===== config.mk =====
export PLATFORM = sky130hd
export DESIGN_NAME = txo_core
export DESIGN_NICKNAME = d
export VERILOG_FILES = /design/src/logic/txo_pkg.sv /design/src/logic/txo_core.sv
export SDC_FILE = /design/constraint.sdc
export NUM_CORES = 1
export LEC_CHECK = 0
export BUFFER_PORTS_ARGS = -buffer_cell sky130_fd_sc_hd__buf_4
export CORE_ASPECT_RATIO = 0.9
export CORE_MARGIN = 4
export CORE_UTILIZATION = 40
export CTS_BUF_LIST = sky130_fd_sc_hd__clkbuf_16
export DETAILED_ROUTE_END_ITERATION = 10
export GPL_ROUTABILITY_DRIVEN = 0
export PLACE_DENSITY_LB_ADDON = 0.15
export SYNTH_ARGS = -nofsm -noshare
export SYNTH_HDL_FRONTEND = slang
export SYNTH_SLANG_ARGS = --single-unit

===== constraint.sdc =====
create_clock -name i_mclk -period 3.15 [get_ports i_mclk]
set_input_delay 0.945 -clock i_mclk [delete_from_list [all_inputs] [get_ports i_mclk]]
set_output_delay 0.945 -clock i_mclk [all_outputs]
set_load 0.03 [all_outputs]

===== src/logic/txo_pkg.sv =====
package txo_pkg;
  // ****************************************
  // Opcode patterns
  // ****************************************
  localparam logic [13:0] TBL_OP_HI   = 14'h0002;
  localparam logic [13:0] TBLWR_OP_HI = 14'h0003;
  localparam logic [7:0]  XORL_HI     = 8'h0A;
  localparam logic [5:0]  XORF_HI     = 6'h06;
  localparam logic [6:0]  TSTZ_HI     = 7'h33;
  // ****************************************
  // Pointer modes
  // ****************************************
  localparam logic [1:0] PM_NONE = 2'h0;
  localparam logic [1:0] PM_POST_INC = 2'h1;
  localparam logic [1:0] PM_POST_DEC = 2'h2;
  localparam logic [1:0] PM_PRE_INC = 2'h3;
  localparam int unsigned TP_W = 21;
  typedef enum logic [3:0] {
    TXO_Q1 = 4'h1, TXO_Q2 = 4'h2, TXO_Q3 = 4'h4, TXO_Q4 = 4'h8
  } txo_q_t;
  typedef struct packed {
    logic       zero;
    logic       neg;
  } txo_flags_t;
endpackage : txo_pkg


===== src/logic/txo_core.sv =====
// Function
// - Table write is 0000 0000 0000 11nn, nn picking the pointer mode.
// - Table write is one word over two instruction cycles.
// - Cycle two of a write moves the latch byte to holding at the pointer.
// - Cycle two of a read latches the program byte at the pointer.
// - Test-skip-zero reads in Q2, tests in Q3, writes nothing in Q4.
// - Xor literal 0000 1010 kkkk kkkk writes working xor literal back.
// - Xor instructions change only the negative and zero flags.
// - Register-form xor writes working xor file to the d destination.
// - Register-form xor decodes from 0001 10da.
`timescale 1ns/1ns
`default_nettype none
module txo_core (
  // Clock and control
  input  wire logic                    i_mclk,
  input  wire logic                    i_srst,
  input  wire logic                    i_ce,
  // Instruction
  input  wire logic                    i_instr_vld,
  input  wire logic [15:0]             i_instr,
  input  wire logic                    i_next_two_word,
  input  wire logic [7:0]              i_wreg,
  input  wire logic [7:0]              i_file_rdata,
  input  wire logic [15:0]             i_prog_word,
  // Outputs
  output logic                         o_busy,
  output logic [txo_pkg::TP_W-1:0]     o_table_pointer,
  output logic [7:0]                   o_table_latch,
  output logic                         o_hold_we,
  output logic [txo_pkg::TP_W-1:0]     o_hold_addr,
  output logic [7:0]                   o_hold_data,
  output logic                         o_file_re,
  output logic [8:0]                   o_file_addr,
  output logic                         o_file_we,
  output logic [7:0]                   o_file_wdata,
  output logic                         o_wreg_we,
  output logic [7:0]                   o_wreg_wdata,
  output logic                         o_flag_we,
  output txo_pkg::txo_flags_t          o_flags,
  output logic                         o_skip
);
  txo_pkg::txo_q_t q_q;
  logic [15:0] ir_q;
  logic        second_q, ext_q, skip_pend_q, tst_q;
  logic [1:0]  skip_cnt_q;
  logic        is_rd, is_wr, is_xl, is_xf, is_ts;
  logic [7:0]  res;
  logic        tbl_start, tbl_end;

  // ****************************************
  // Decode
  // ****************************************
  assign is_rd = (ir_q[15:2] == txo_pkg::TBL_OP_HI);
  assign is_wr = (ir_q[15:2] == txo_pkg::TBLWR_OP_HI);
  assign is_xl = (ir_q[15:8] == txo_pkg::XORL_HI);
  assign is_xf = (ir_q[15:10] == txo_pkg::XORF_HI);
  assign is_ts = (ir_q[15:9] == txo_pkg::TSTZ_HI);
  assign res = i_wreg ^ (is_xl ? ir_q[7:0] : i_file_rdata);
  // End of first and of second cycle of a table access
  assign tbl_start = (q_q == txo_pkg::TXO_Q4) && (is_rd || is_wr)
                   && !second_q && !ext_q;
  assign tbl_end   = (q_q == txo_pkg::TXO_Q4) && (is_rd || is_wr) && second_q;

  // ****************************************
  // Quadrature sequencer
  // ****************************************
  always_ff @(posedge i_mclk) begin
    if (i_srst) q_q <= txo_pkg::TXO_Q1;
    else if (i_ce) begin
      case (q_q)
        txo_pkg::TXO_Q1: q_q <= txo_pkg::TXO_Q2;
        txo_pkg::TXO_Q2: q_q <= txo_pkg::TXO_Q3;
        txo_pkg::TXO_Q3: q_q <= txo_pkg::TXO_Q4;
        txo_pkg::TXO_Q4: q_q <= txo_pkg::TXO_Q1;
        default:         q_q <= txo_pkg::TXO_Q1;
      endcase
    end
  end

  // Instruction register, second-cycle and skip state
  always_ff @(posedge i_mclk) begin
    if (i_srst) begin
      ir_q <= 16'h0000;
      second_q <= 1'b0;
      ext_q <= 1'b0;
      skip_cnt_q <= 2'h0;
      skip_pend_q <= 1'b0;
    end else if (i_ce && q_q == txo_pkg::TXO_Q4) begin
      ext_q <= 1'b0;
      if ((is_rd || is_wr) && !second_q && !ext_q) begin
        second_q <= 1'b1;
        ext_q <= 1'b1;
      end else begin
        second_q <= 1'b0;
        if (skip_pend_q) begin
          // This slot is already the no-op; a second word costs one more
          skip_cnt_q <= i_next_two_word ? 2'h1 : 2'h0;
          ir_q <= 16'h0000;
          skip_pend_q <= 1'b0;
        end else if (skip_cnt_q != 2'h0) begin
          skip_cnt_q <= skip_cnt_q - 2'h1;
          ir_q <= 16'h0000;
        end else begin
          ir_q <= i_instr_vld ? i_instr : 16'h0000;
        end
      end
    end else if (i_ce && q_q == txo_pkg::TXO_Q3 && tst_q
                 && i_file_rdata == 8'h00 && skip_cnt_q == 2'h0) begin
      skip_pend_q <= 1'b1;
    end
  end

  // ****************************************
  // Register file access
  // ****************************************
  always_ff @(posedge i_mclk) begin
    if (i_srst) begin
      o_file_re <= 1'b0;
      o_file_addr <= 9'h000;
      tst_q <= 1'b0;
    end else if (i_ce) begin
      o_file_re <= (q_q == txo_pkg::TXO_Q1) && skip_cnt_q == 2'h0
                   && (is_ts || is_xf);
      o_file_addr <= {ir_q[8], ir_q[7:0]};
      // Held from Q1 to the next Q1 so the Q3 test still sees it
      if (q_q == txo_pkg::TXO_Q1) begin
        tst_q <= is_ts && skip_cnt_q == 2'h0;
      end
    end
  end

  // Xor results; only N and Z touched
  always_ff @(posedge i_mclk) begin
    if (i_srst) begin
      o_wreg_we <= 1'b0;
      o_wreg_wdata <= 8'h00;
      o_file_we <= 1'b0;
      o_file_wdata <= 8'h00;
      o_flag_we <= 1'b0;
      o_flags <= '0;
    end else if (i_ce) begin
      o_wreg_we <= 1'b0;
      o_file_we <= 1'b0;
      o_flag_we <= 1'b0;
      if (q_q == txo_pkg::TXO_Q3 && skip_cnt_q == 2'h0
          && (is_xl || is_xf)) begin
        o_wreg_we <= is_xl || !ir_q[9];
        o_file_we <= is_xf && ir_q[9];
        o_wreg_wdata <= res;
        o_file_wdata <= res;
        o_flag_we <= 1'b1;
        o_flags <= '{zero: res == 8'h00, neg: res[7]};
      end
    end
  end

  // ****************************************
  // Table access
  // ****************************************
  always_ff @(posedge i_mclk) begin
    if (i_srst) begin
      o_table_pointer <= '0;
      o_table_latch <= 8'h00;
      o_hold_we <= 1'b0;
      o_hold_addr <= '0;
      o_hold_data <= 8'h00;
    end else if (i_ce) begin
      o_hold_we <= 1'b0;
      // Pre-increment moves the pointer before cycle two, so memory
      // always sees the access address on the pointer output
      if (tbl_start && ir_q[1:0] == txo_pkg::PM_PRE_INC) begin
        o_table_pointer <= o_table_pointer + 1'b1;
      end
      if (tbl_end && is_rd) begin
        o_table_latch <= o_table_pointer[0] ? i_prog_word[15:8]
                                            : i_prog_word[7:0];
      end
      if (tbl_end && is_wr) begin
        o_hold_we <= 1'b1;
        o_hold_addr <= o_table_pointer;
        o_hold_data <= o_table_latch;
      end
      if (tbl_end) begin
        case (ir_q[1:0])
          txo_pkg::PM_POST_INC: o_table_pointer <= o_table_pointer + 1'b1;
          txo_pkg::PM_POST_DEC: o_table_pointer <= o_table_pointer - 1'b1;
          txo_pkg::PM_NONE:     o_table_pointer <= o_table_pointer;
          default:              o_table_pointer <= o_table_pointer;
        endcase
      end
    end
  end

  always_ff @(posedge i_mclk) begin
    if (i_srst) begin
      o_busy <= 1'b0;
      o_skip <= 1'b0;
    end else if (i_ce) begin
      o_busy <= second_q || skip_cnt_q != 2'h0;
      o_skip <= skip_pend_q;
    end
  end

  // ****************************************
  // Checks
  // ****************************************
  property p_wr_hold;
    @(posedge i_mclk) disable iff (i_srst)
      o_hold_we |-> o_hold_data == $past(o_table_latch);
  endproperty
  a_wr_hold: assert property (p_wr_hold) else $error("hold data");
  property p_flags;
    @(posedge i_mclk) disable iff (i_srst)
      o_flag_we |-> o_flags.zero == (o_wreg_wdata == 8'h00);
  endproperty
  a_flags: assert property (p_flags) else $error("zero flag");
  property p_dest;
    @(posedge i_mclk) disable iff (i_srst)
      !(o_wreg_we && o_file_we);
  endproperty
  a_dest: assert property (p_dest) else $error("two dests");
  property p_rd_q2;
    @(posedge i_mclk) disable iff (i_srst)
      o_file_re |-> q_q == txo_pkg::TXO_Q2;
  endproperty
  a_rd_q2: assert property (p_rd_q2) else $error("read phase");
  property p_skip_nop;
    @(posedge i_mclk) disable iff (i_srst || !i_ce)
      o_skip |-> ##1 (!o_wreg_we && !o_file_we && !o_file_re) [*4];
  endproperty
  a_skip_nop: assert property (p_skip_nop) else $error("skip slot");
  property p_tbl_two;
    @(posedge i_mclk) disable iff (i_srst || !i_ce)
      $rose(second_q) |-> second_q [*4] ##1 !second_q;
  endproperty
  a_tbl_two: assert property (p_tbl_two) else $error("table cycles");
  property p_flag_pair;
    @(posedge i_mclk) disable iff (i_srst)
      o_flag_we |-> (o_wreg_we || o_file_we)
                    && o_flags.neg == o_wreg_wdata[7];
  endproperty
  a_flag_pair: assert property (p_flag_pair) else $error("neg flag");
  c_hold: cover property (@(posedge i_mclk) o_hold_we);
  c_skip: cover property (@(posedge i_mclk) o_skip);
  c_xor: cover property (@(posedge i_mclk) o_flag_we);
endmodule : txo_core
`default_nettype wire


==> flow_metrics.tcl, run 1 <==
set metrics [dict create \
    powerDensity_nw_per_um2 400 \
    crit_type "reg2reg" \
    worstPathMaxFanout 7 \
    critPathRequiredTime_ns 3.38 \
    cts.htree.levels 3 \
    cp.arrival_ns 2.93 \
    netlist_area_sq_um 5230 \
    synth_area_leaders "dfxtp_1 41%, a21oi_1 7.5%, nand2_1 6.9%" \
    clk_pin_slew_ns 0.07 \
    yosysSeqAreaShare_pct 41.3 \
    layout-drive-gt1-share_pct 25.5 \
    critPathSlowestCell "or4b_1" \
    rows 39 \
    ys.flop_type "dfxtp_1" \
    tritoncts "yes" \
    skew_ns 0.00653 \
    cts_setup_buffers 0 \
    max-slew-margin-rel_pct 30.7 \
    rsz0062_at_grt "false" \
    startpoint_type "register" \
    synth_top_cell_by_area "dfxtp_1" \
    final_hold_viol_count 0 \
    grt_max_degree 65 \
    stdcell_area_sq_um 6600 \
    reg2reg_depth 8 \
    vdd_drop_max_uv 304 \
    leakage_uw 0.00269 \
    status "complete, no violations" \
    r2r_slack_ns 0.45 \
    whs_path_depth 2 \
    async_reset_ff_share_pct 0 \
    period_needed_ns 2.70 \
    drv_cap 0 \
    fp.coreArea_sq_um 12700 \
    grt_antenna_before_repair 0 \
    initial_core_util_pct 41.1 \
    max_stage_delay_ns 0.59 \
    synth_top_cell_area_share_pct 41.3 \
    areaGrowthSynthToFinish_pct 26.2 \
    totalNegativeSetupSlack_ns 0 \
    cts_resized 0 \
    syn_inst 631 \
    grt_pass1_wl_microns 24100 \
    place_ws_ns 0.403 \
    ys_ff_latch 108 \
    cts_buffers 9 \
    place_hpwl_microns 11000 \
    via_per_inst 5.38 \
    synth_edf_count 0 \
    hold_class "reg2reg" \
    io_buffer_count 144 \
    overflow 0 \
    fmax_mhz 371 \
    end_kind "register" \
    cts.path.max_buffers 2 \
    wl_per_cell_microns 16.5 \
    crit_chain "inv_1 -> ha_1 -> or4b_1 -> or4b_1 -> or4_1 -> a21oi_1 -> xnor2_1 -> nor2_1" \
    clkLatencyLatePin_ns 0.35 \
    syn_nets 687 \
    dieArea_sq_um 15000 \
    drc 0 \
    avgSynthCellArea_sq_um 8.29 \
    ant_nets 0 \
    grt_pass1_vias 4642 \
    first_pass_iters 5 \
    antenna_cells 0 \
    placed_area_sq_um 6310 \
    fin_ws_ns 0.452 \
    synth_warnings 0 \
    io-pin-count 145 \
    finalMaxSlewViolations 0 \
    vias 4906 \
    wirelength_microns 15000 \
    period_share_pct 85.7 \
    nets 799 \
    finalSetupViolations 0 \
    drt-initial-drc-count 325 \
    cts_hold_buf 0 \
    clock_sinks 108 \
    grt_use_total_pct 20.1 \
    worst_slew_pin_slew_ns 1.04 \
    clockRootBuffer "clkbuf_16" \
    synth.distinct_cells 63 \
    die_x_microns 129 \
    crit_top_cell "or4b_1" \
    die_h_microns 117 \
]
[state kept, by name, summed over array words and instances (netlist names), 2 cells and up]
name             cells
o_hold_addr         21
o_table_pointer     21
ir_q                16
o_file_addr          9
o_hold_data          8
o_table_latch        8
o_wreg_wdata         8
q_q                  4
skip_cnt_q           2
[cells in the final DEF, fill, tap and decap left out, drive strengths merged, types with 4 or more instances in the layout]
cell type	instances
and3	6
nor3	5
nand3	31
buf	155
or3	9
and4	5
a21oi	78
nor4	13
clkbuf	9
dfxtp	108
mux2	13
inv	12
o21ai	11
nor2b	11
clkinv	4
nand2	96
nand4	7
nor2	63
a32oi	4
xnor2	18
nand4b	5
mux2i	34
or4	7
[metrics by stage]
step / hold WS (ns) / total power (uW) / util (%) / instances
finish: 0.452 / 2640 / 51.9 / 912
global route: 0.474 / 2740 / 51.9 / 912
CTS: 0.458 / 2680 / 51.9 / 912
detailed placement: 0.448 / 1550 / 49.6 / 896
global placement: 0.442 / 1550 / 49.6 / 896
floorplan: 0.436 / 1480 / - / 631
[routing by layer]
layer  vias to the layer above  GRT usage, %  part of all wire, %
met5                         -             0                    0
met4                         0          3.71                  1.4
met3                        18          6.86                  8.2
met2                       168          31.0                   44
met1                      2309          27.7                   47
li1                       2411             -                    -
[where the power goes]
group / leakage, uW / internal [uW] / switching, uW
Clock: 0.000143 / 613 / 507
Combinational: 0.00168 / 73.0 / 73.9
Sequential: 0.000870 / 1370 / 6.78
[worst paths after layout]
path / endpoint / start
worst min-delay path: o_hold_addr[0]$_SDFFE_PP0P_ / o_hold_addr[0]$_SDFFE_PP0P_
worst max register to register: o_table_pointer[18]$_SDFFE_PP0P_ / o_table_pointer[1]$_SDFFE_PP0P_
worst min register to register: o_hold_addr[0]$_SDFFE_PP0P_ / o_hold_addr[0]$_SDFFE_PP0P_
worst max-delay path: o_table_pointer[18]$_SDFFE_PP0P_ / o_table_pointer[1]$_SDFFE_PP0P_
[kinds of logic after synthesis]
group	after synthesis	share of synthesized area [%]
AND/OR/NAND/NOR	277	27.2
AO/OA/AOI/OAI	113	12.1
flip-flops	108	41.3
buffers and inverters	65	6.34
multiplexers	47	9.30
XOR/XNOR	18	3.01
adder cells (fa/ha/maj)	3	0.717
[layout make-up]
class                   count  area (sq um)
clock inverters             7          65.1
repair buffers            155          1160
multi-input cells         458          2740
flip-flops and latches    108          2160
clock buffers               9           225
fillers                  1234          6130
inverters                  11          41.3
well taps                 164           205
[cell usage after synthesis, types with 4 or more instances]
master	n
a32oi_1	4
nor3_1	4
nand2_1	96
buf_4	10
nor2b_1	11
nand4_1	6
dfxtp_1	108
clkbuf_1	32
o21ai_1	7
inv_1	11
o21ai_0	4
and4_1	4
nand4b_1	5
nand3_1	30
and3_1	4
nor4_1	10
mux2_1	5
or4_1	7
a21oi_1	78
buf_2	5
mux2i_1	34
xnor2_1	18
nor2_1	63
mux2_2	8
or3_1	9
[worst max-delay path, delay by kind of cell, from the launching register on]
| kind | cells | cell delay [ns] |
|---|---|---|
| AO/OA/AOI/OAI | 1 | 0.18 |
| flip-flops | 1 | 0.38 |
| XOR/XNOR | 1 | 0.14 |
| AND/OR/NAND/NOR | 4 | 1.56 |
| buffers and inverters | 1 | 0.11 |
| adder cells (fa/ha/maj) | 1 | 0.20 |
No activity file was read; power rests on OpenSTA's default activity.
==> run 2: changes to the inputs <==
--- a/config.mk
+++ b/config.mk
@@ -6,9 +6,11 @@
 export NUM_CORES = 1
 export LEC_CHECK = 0
 export BUFFER_PORTS_ARGS = -buffer_cell sky130_fd_sc_hd__buf_4
+export CELL_PAD_IN_SITES_DETAIL_PLACEMENT = 1
+export CELL_PAD_IN_SITES_GLOBAL_PLACEMENT = 1
 export CORE_ASPECT_RATIO = 0.9
 export CORE_MARGIN = 4
-export CORE_UTILIZATION = 40
+export CORE_UTILIZATION = 38
 export CTS_BUF_LIST = sky130_fd_sc_hd__clkbuf_16
 export DETAILED_ROUTE_END_ITERATION = 10
 export GPL_ROUTABILITY_DRIVEN = 0
==> run 2 against run 1 <==
Compared with the run above:
- final cell count up 0.22%
- worst hold slack better by 0.0011 ns
- global-route usage up 0.81 points
- critical path type unchanged
- routed wire length up 10%
- clock skew up 0.0015 ns
- combinational power up 3%
- design area about the same
- setup slack worse by 0.021 ns
- non-clock buffer count down 2
- count of clock-buffer cells in the layout unchanged
==> flow_metrics.tcl, run 2 (synthesis gave the netlist of run 1 again) <==
set metrics [dict create \
    via_per_inst 5.48 \
    skew_ns 0.00807 \
    reg2reg_depth 8 \
    antenna_cells 0 \
    whs_path_depth 2 \
    grt_max_degree 72 \
    worst_slew_pin_slew_ns 1.17 \
    wl_per_cell_microns 18.1 \
    cts_setup_buffers 0 \
    hp-start "o_hold_data[2]$_SDFFE_PP0P_" \
    initial_core_util_pct 39.0 \
    final_hold_viol_count 0 \
    totalNegativeSetupSlack_ns 0 \
    fin_ws_ns 0.431 \
    dieArea_sq_um 15700 \
    tritoncts "yes" \
    io-pin-count 145 \
    use_met2_pct 33.7 \
    drt-initial-drc-count 231 \
    finalMaxSlewViolations 0 \
    placed_cells 898 \
    end_kind "register" \
    met1_usage_pct 27.6 \
    grt_antenna_before_repair 0 \
    cp.arrival_ns 2.97 \
    io_buffer_count 144 \
    r2r_slack_ns 0.43 \
    drc 0 \
    min_to "o_hold_data[2]$_SDFFE_PP0P_" \
    layout_commonest_cell "buf_4" \
    leakage_uw 0.00269 \
    vias 5006 \
    nets 797 \
    vdd_drop_max_uv 344 \
    cts_hold_buf 0 \
    grt_pass1_vias 5099 \
    rows 40 \
    cts.htree.levels 3 \
    fmax_mhz 368 \
    powerDensity_nw_per_um2 401 \
    die_x_microns 132 \
    first_pass_iters 4 \
    busiest_layer "met2" \
    worstPathMaxFanout 7 \
    clockRootBuffer "clkbuf_16" \
    max-slew-margin-rel_pct 22.3 \
    layout_common_cells "152 x buf_4, 108 x dfxtp_1, 96 x nand2_1, 78 x a21oi_1, 62 x nor2_1" \
    reg2reg_from "o_table_pointer[1]$_SDFFE_PP0P_" \
    critPathRequiredTime_ns 3.40 \
    r2r-end "o_table_pointer[18]$_SDFFE_PP0P_" \
    gr-usage-met3_pct 6.38 \
    status "complete, no violations" \
    startpoint_type "register" \
    layout-drive-gt1-share_pct 25.1 \
    period_needed_ns 2.72 \
    cts_buffers 9 \
    clock_sinks 108 \
    overflow 0 \
    crit_type "reg2reg" \
    clk_pin_slew_ns 0.07 \
    holdWs_ns 0.453 \
    finalNonFillerCells 914 \
    fp.coreArea_sq_um 13400 \
    areaGrowthSynthToFinish_pct 26.1 \
    grt_pass1_wl_microns 26700 \
    wirelength_microns 16500 \
    reg.largest.list "o_hold_addr (21), o_table_pointer (21), ir_q (16)" \
    hold_class "reg2reg" \
    cts_resized 0 \
    cts.path.max_buffers 2 \
    rsz0062_at_grt "false" \
    period_share_pct 86.3 \
    place_hpwl_microns 12100 \
    die_h_microns 119 \
    drv_cap 0 \
    fillCellCount 1610 \
    ant_nets 0 \
    regArea_sq_um 2160 \
    multi_input_area_sq_um 2740 \
    finalSetupViolations 0 \
    clkLatencyLatePin_ns 0.36 \
    place_ws_ns 0.331 \
    grt_use_total_pct 20.9 \
]
[run 2: through the flow]
| step | utilization, % | power (uW) | cell area [sq um] |
|---|---|---|---|
| 4_1_cts | 49.2 | 2680 | 6600 |
| 3_5_place_dp | 47.1 | 1560 | 6320 |
| 2_1_floorplan | - | 1480 | 5230 |
| 5_1_grt | 49.2 | 2760 | 6600 |
| 3_3_place_gp | 47.1 | 1550 | 6320 |
| 6_report | 49.2 | 2650 | 6600 |
[run 2: per-layer routing]
metal  part of all wire, %  routed length [microns]  up-vias
li1                      -                        -     2407
met2                    47                     7790      155
met5                     0                        0        -
met4                  0.71                      117        0
met1                    46                     7540     2437
met3                   6.7                     1110        7
[run 2: worst max-delay path by stage]
stage,from,to,slack (ns),depth (start not counted)
final,o_table_pointer[1]$_SDFFE_PP0P_,o_table_pointer[18]$_SDFFE_PP0P_,0.43,8
after global routing,o_table_pointer[1]$_SDFFE_PP0P_,o_table_pointer[18]$_SDFFE_PP0P_,0.24,8
after CTS,o_table_pointer[1]$_SDFFE_PP0P_,o_table_pointer[18]$_SDFFE_PP0P_,0.43,8
after detailed placement,i_ce,o_table_pointer[9]$_SDFFE_PP0P_,0.33,6
after global placement,i_ce,o_table_pointer[17]$_SDFFE_PP0P_,0.42,6
after floorplan,o_table_pointer[0]$_SDFFE_PP0P_,o_table_pointer[18]$_SDFFE_PP0P_,0.30,10
[run 2: power breakdown]
part           internal [uW]  switching [uW]  leakage, uW  total [uW]
logic                   74.0            76.6      0.00168         151
clock network            606             517     0.000141        1120
registers               1370            6.69     0.000870        1380
[run 2: final cells by class]
cell class	count	area share [%]
clock inverters	7	0.891
inverters	11	0.626
repair buffers	153	17.6
flip-flops and latches	108	32.8
multi-input cells	458	41.5
clock buffers	9	3.41
well taps	168	3.18
[run 2: worst max-delay path, cell delays in order (launching register included)]
cell	delay, ns
dfxtp_1	0.37
inv_1	0.10
ha_1	0.19
or4b_1	0.61
or4b_1	0.55
or4_1	0.40
a21oi_1	0.19
xnor2_1	0.14
nor2_1	0.06
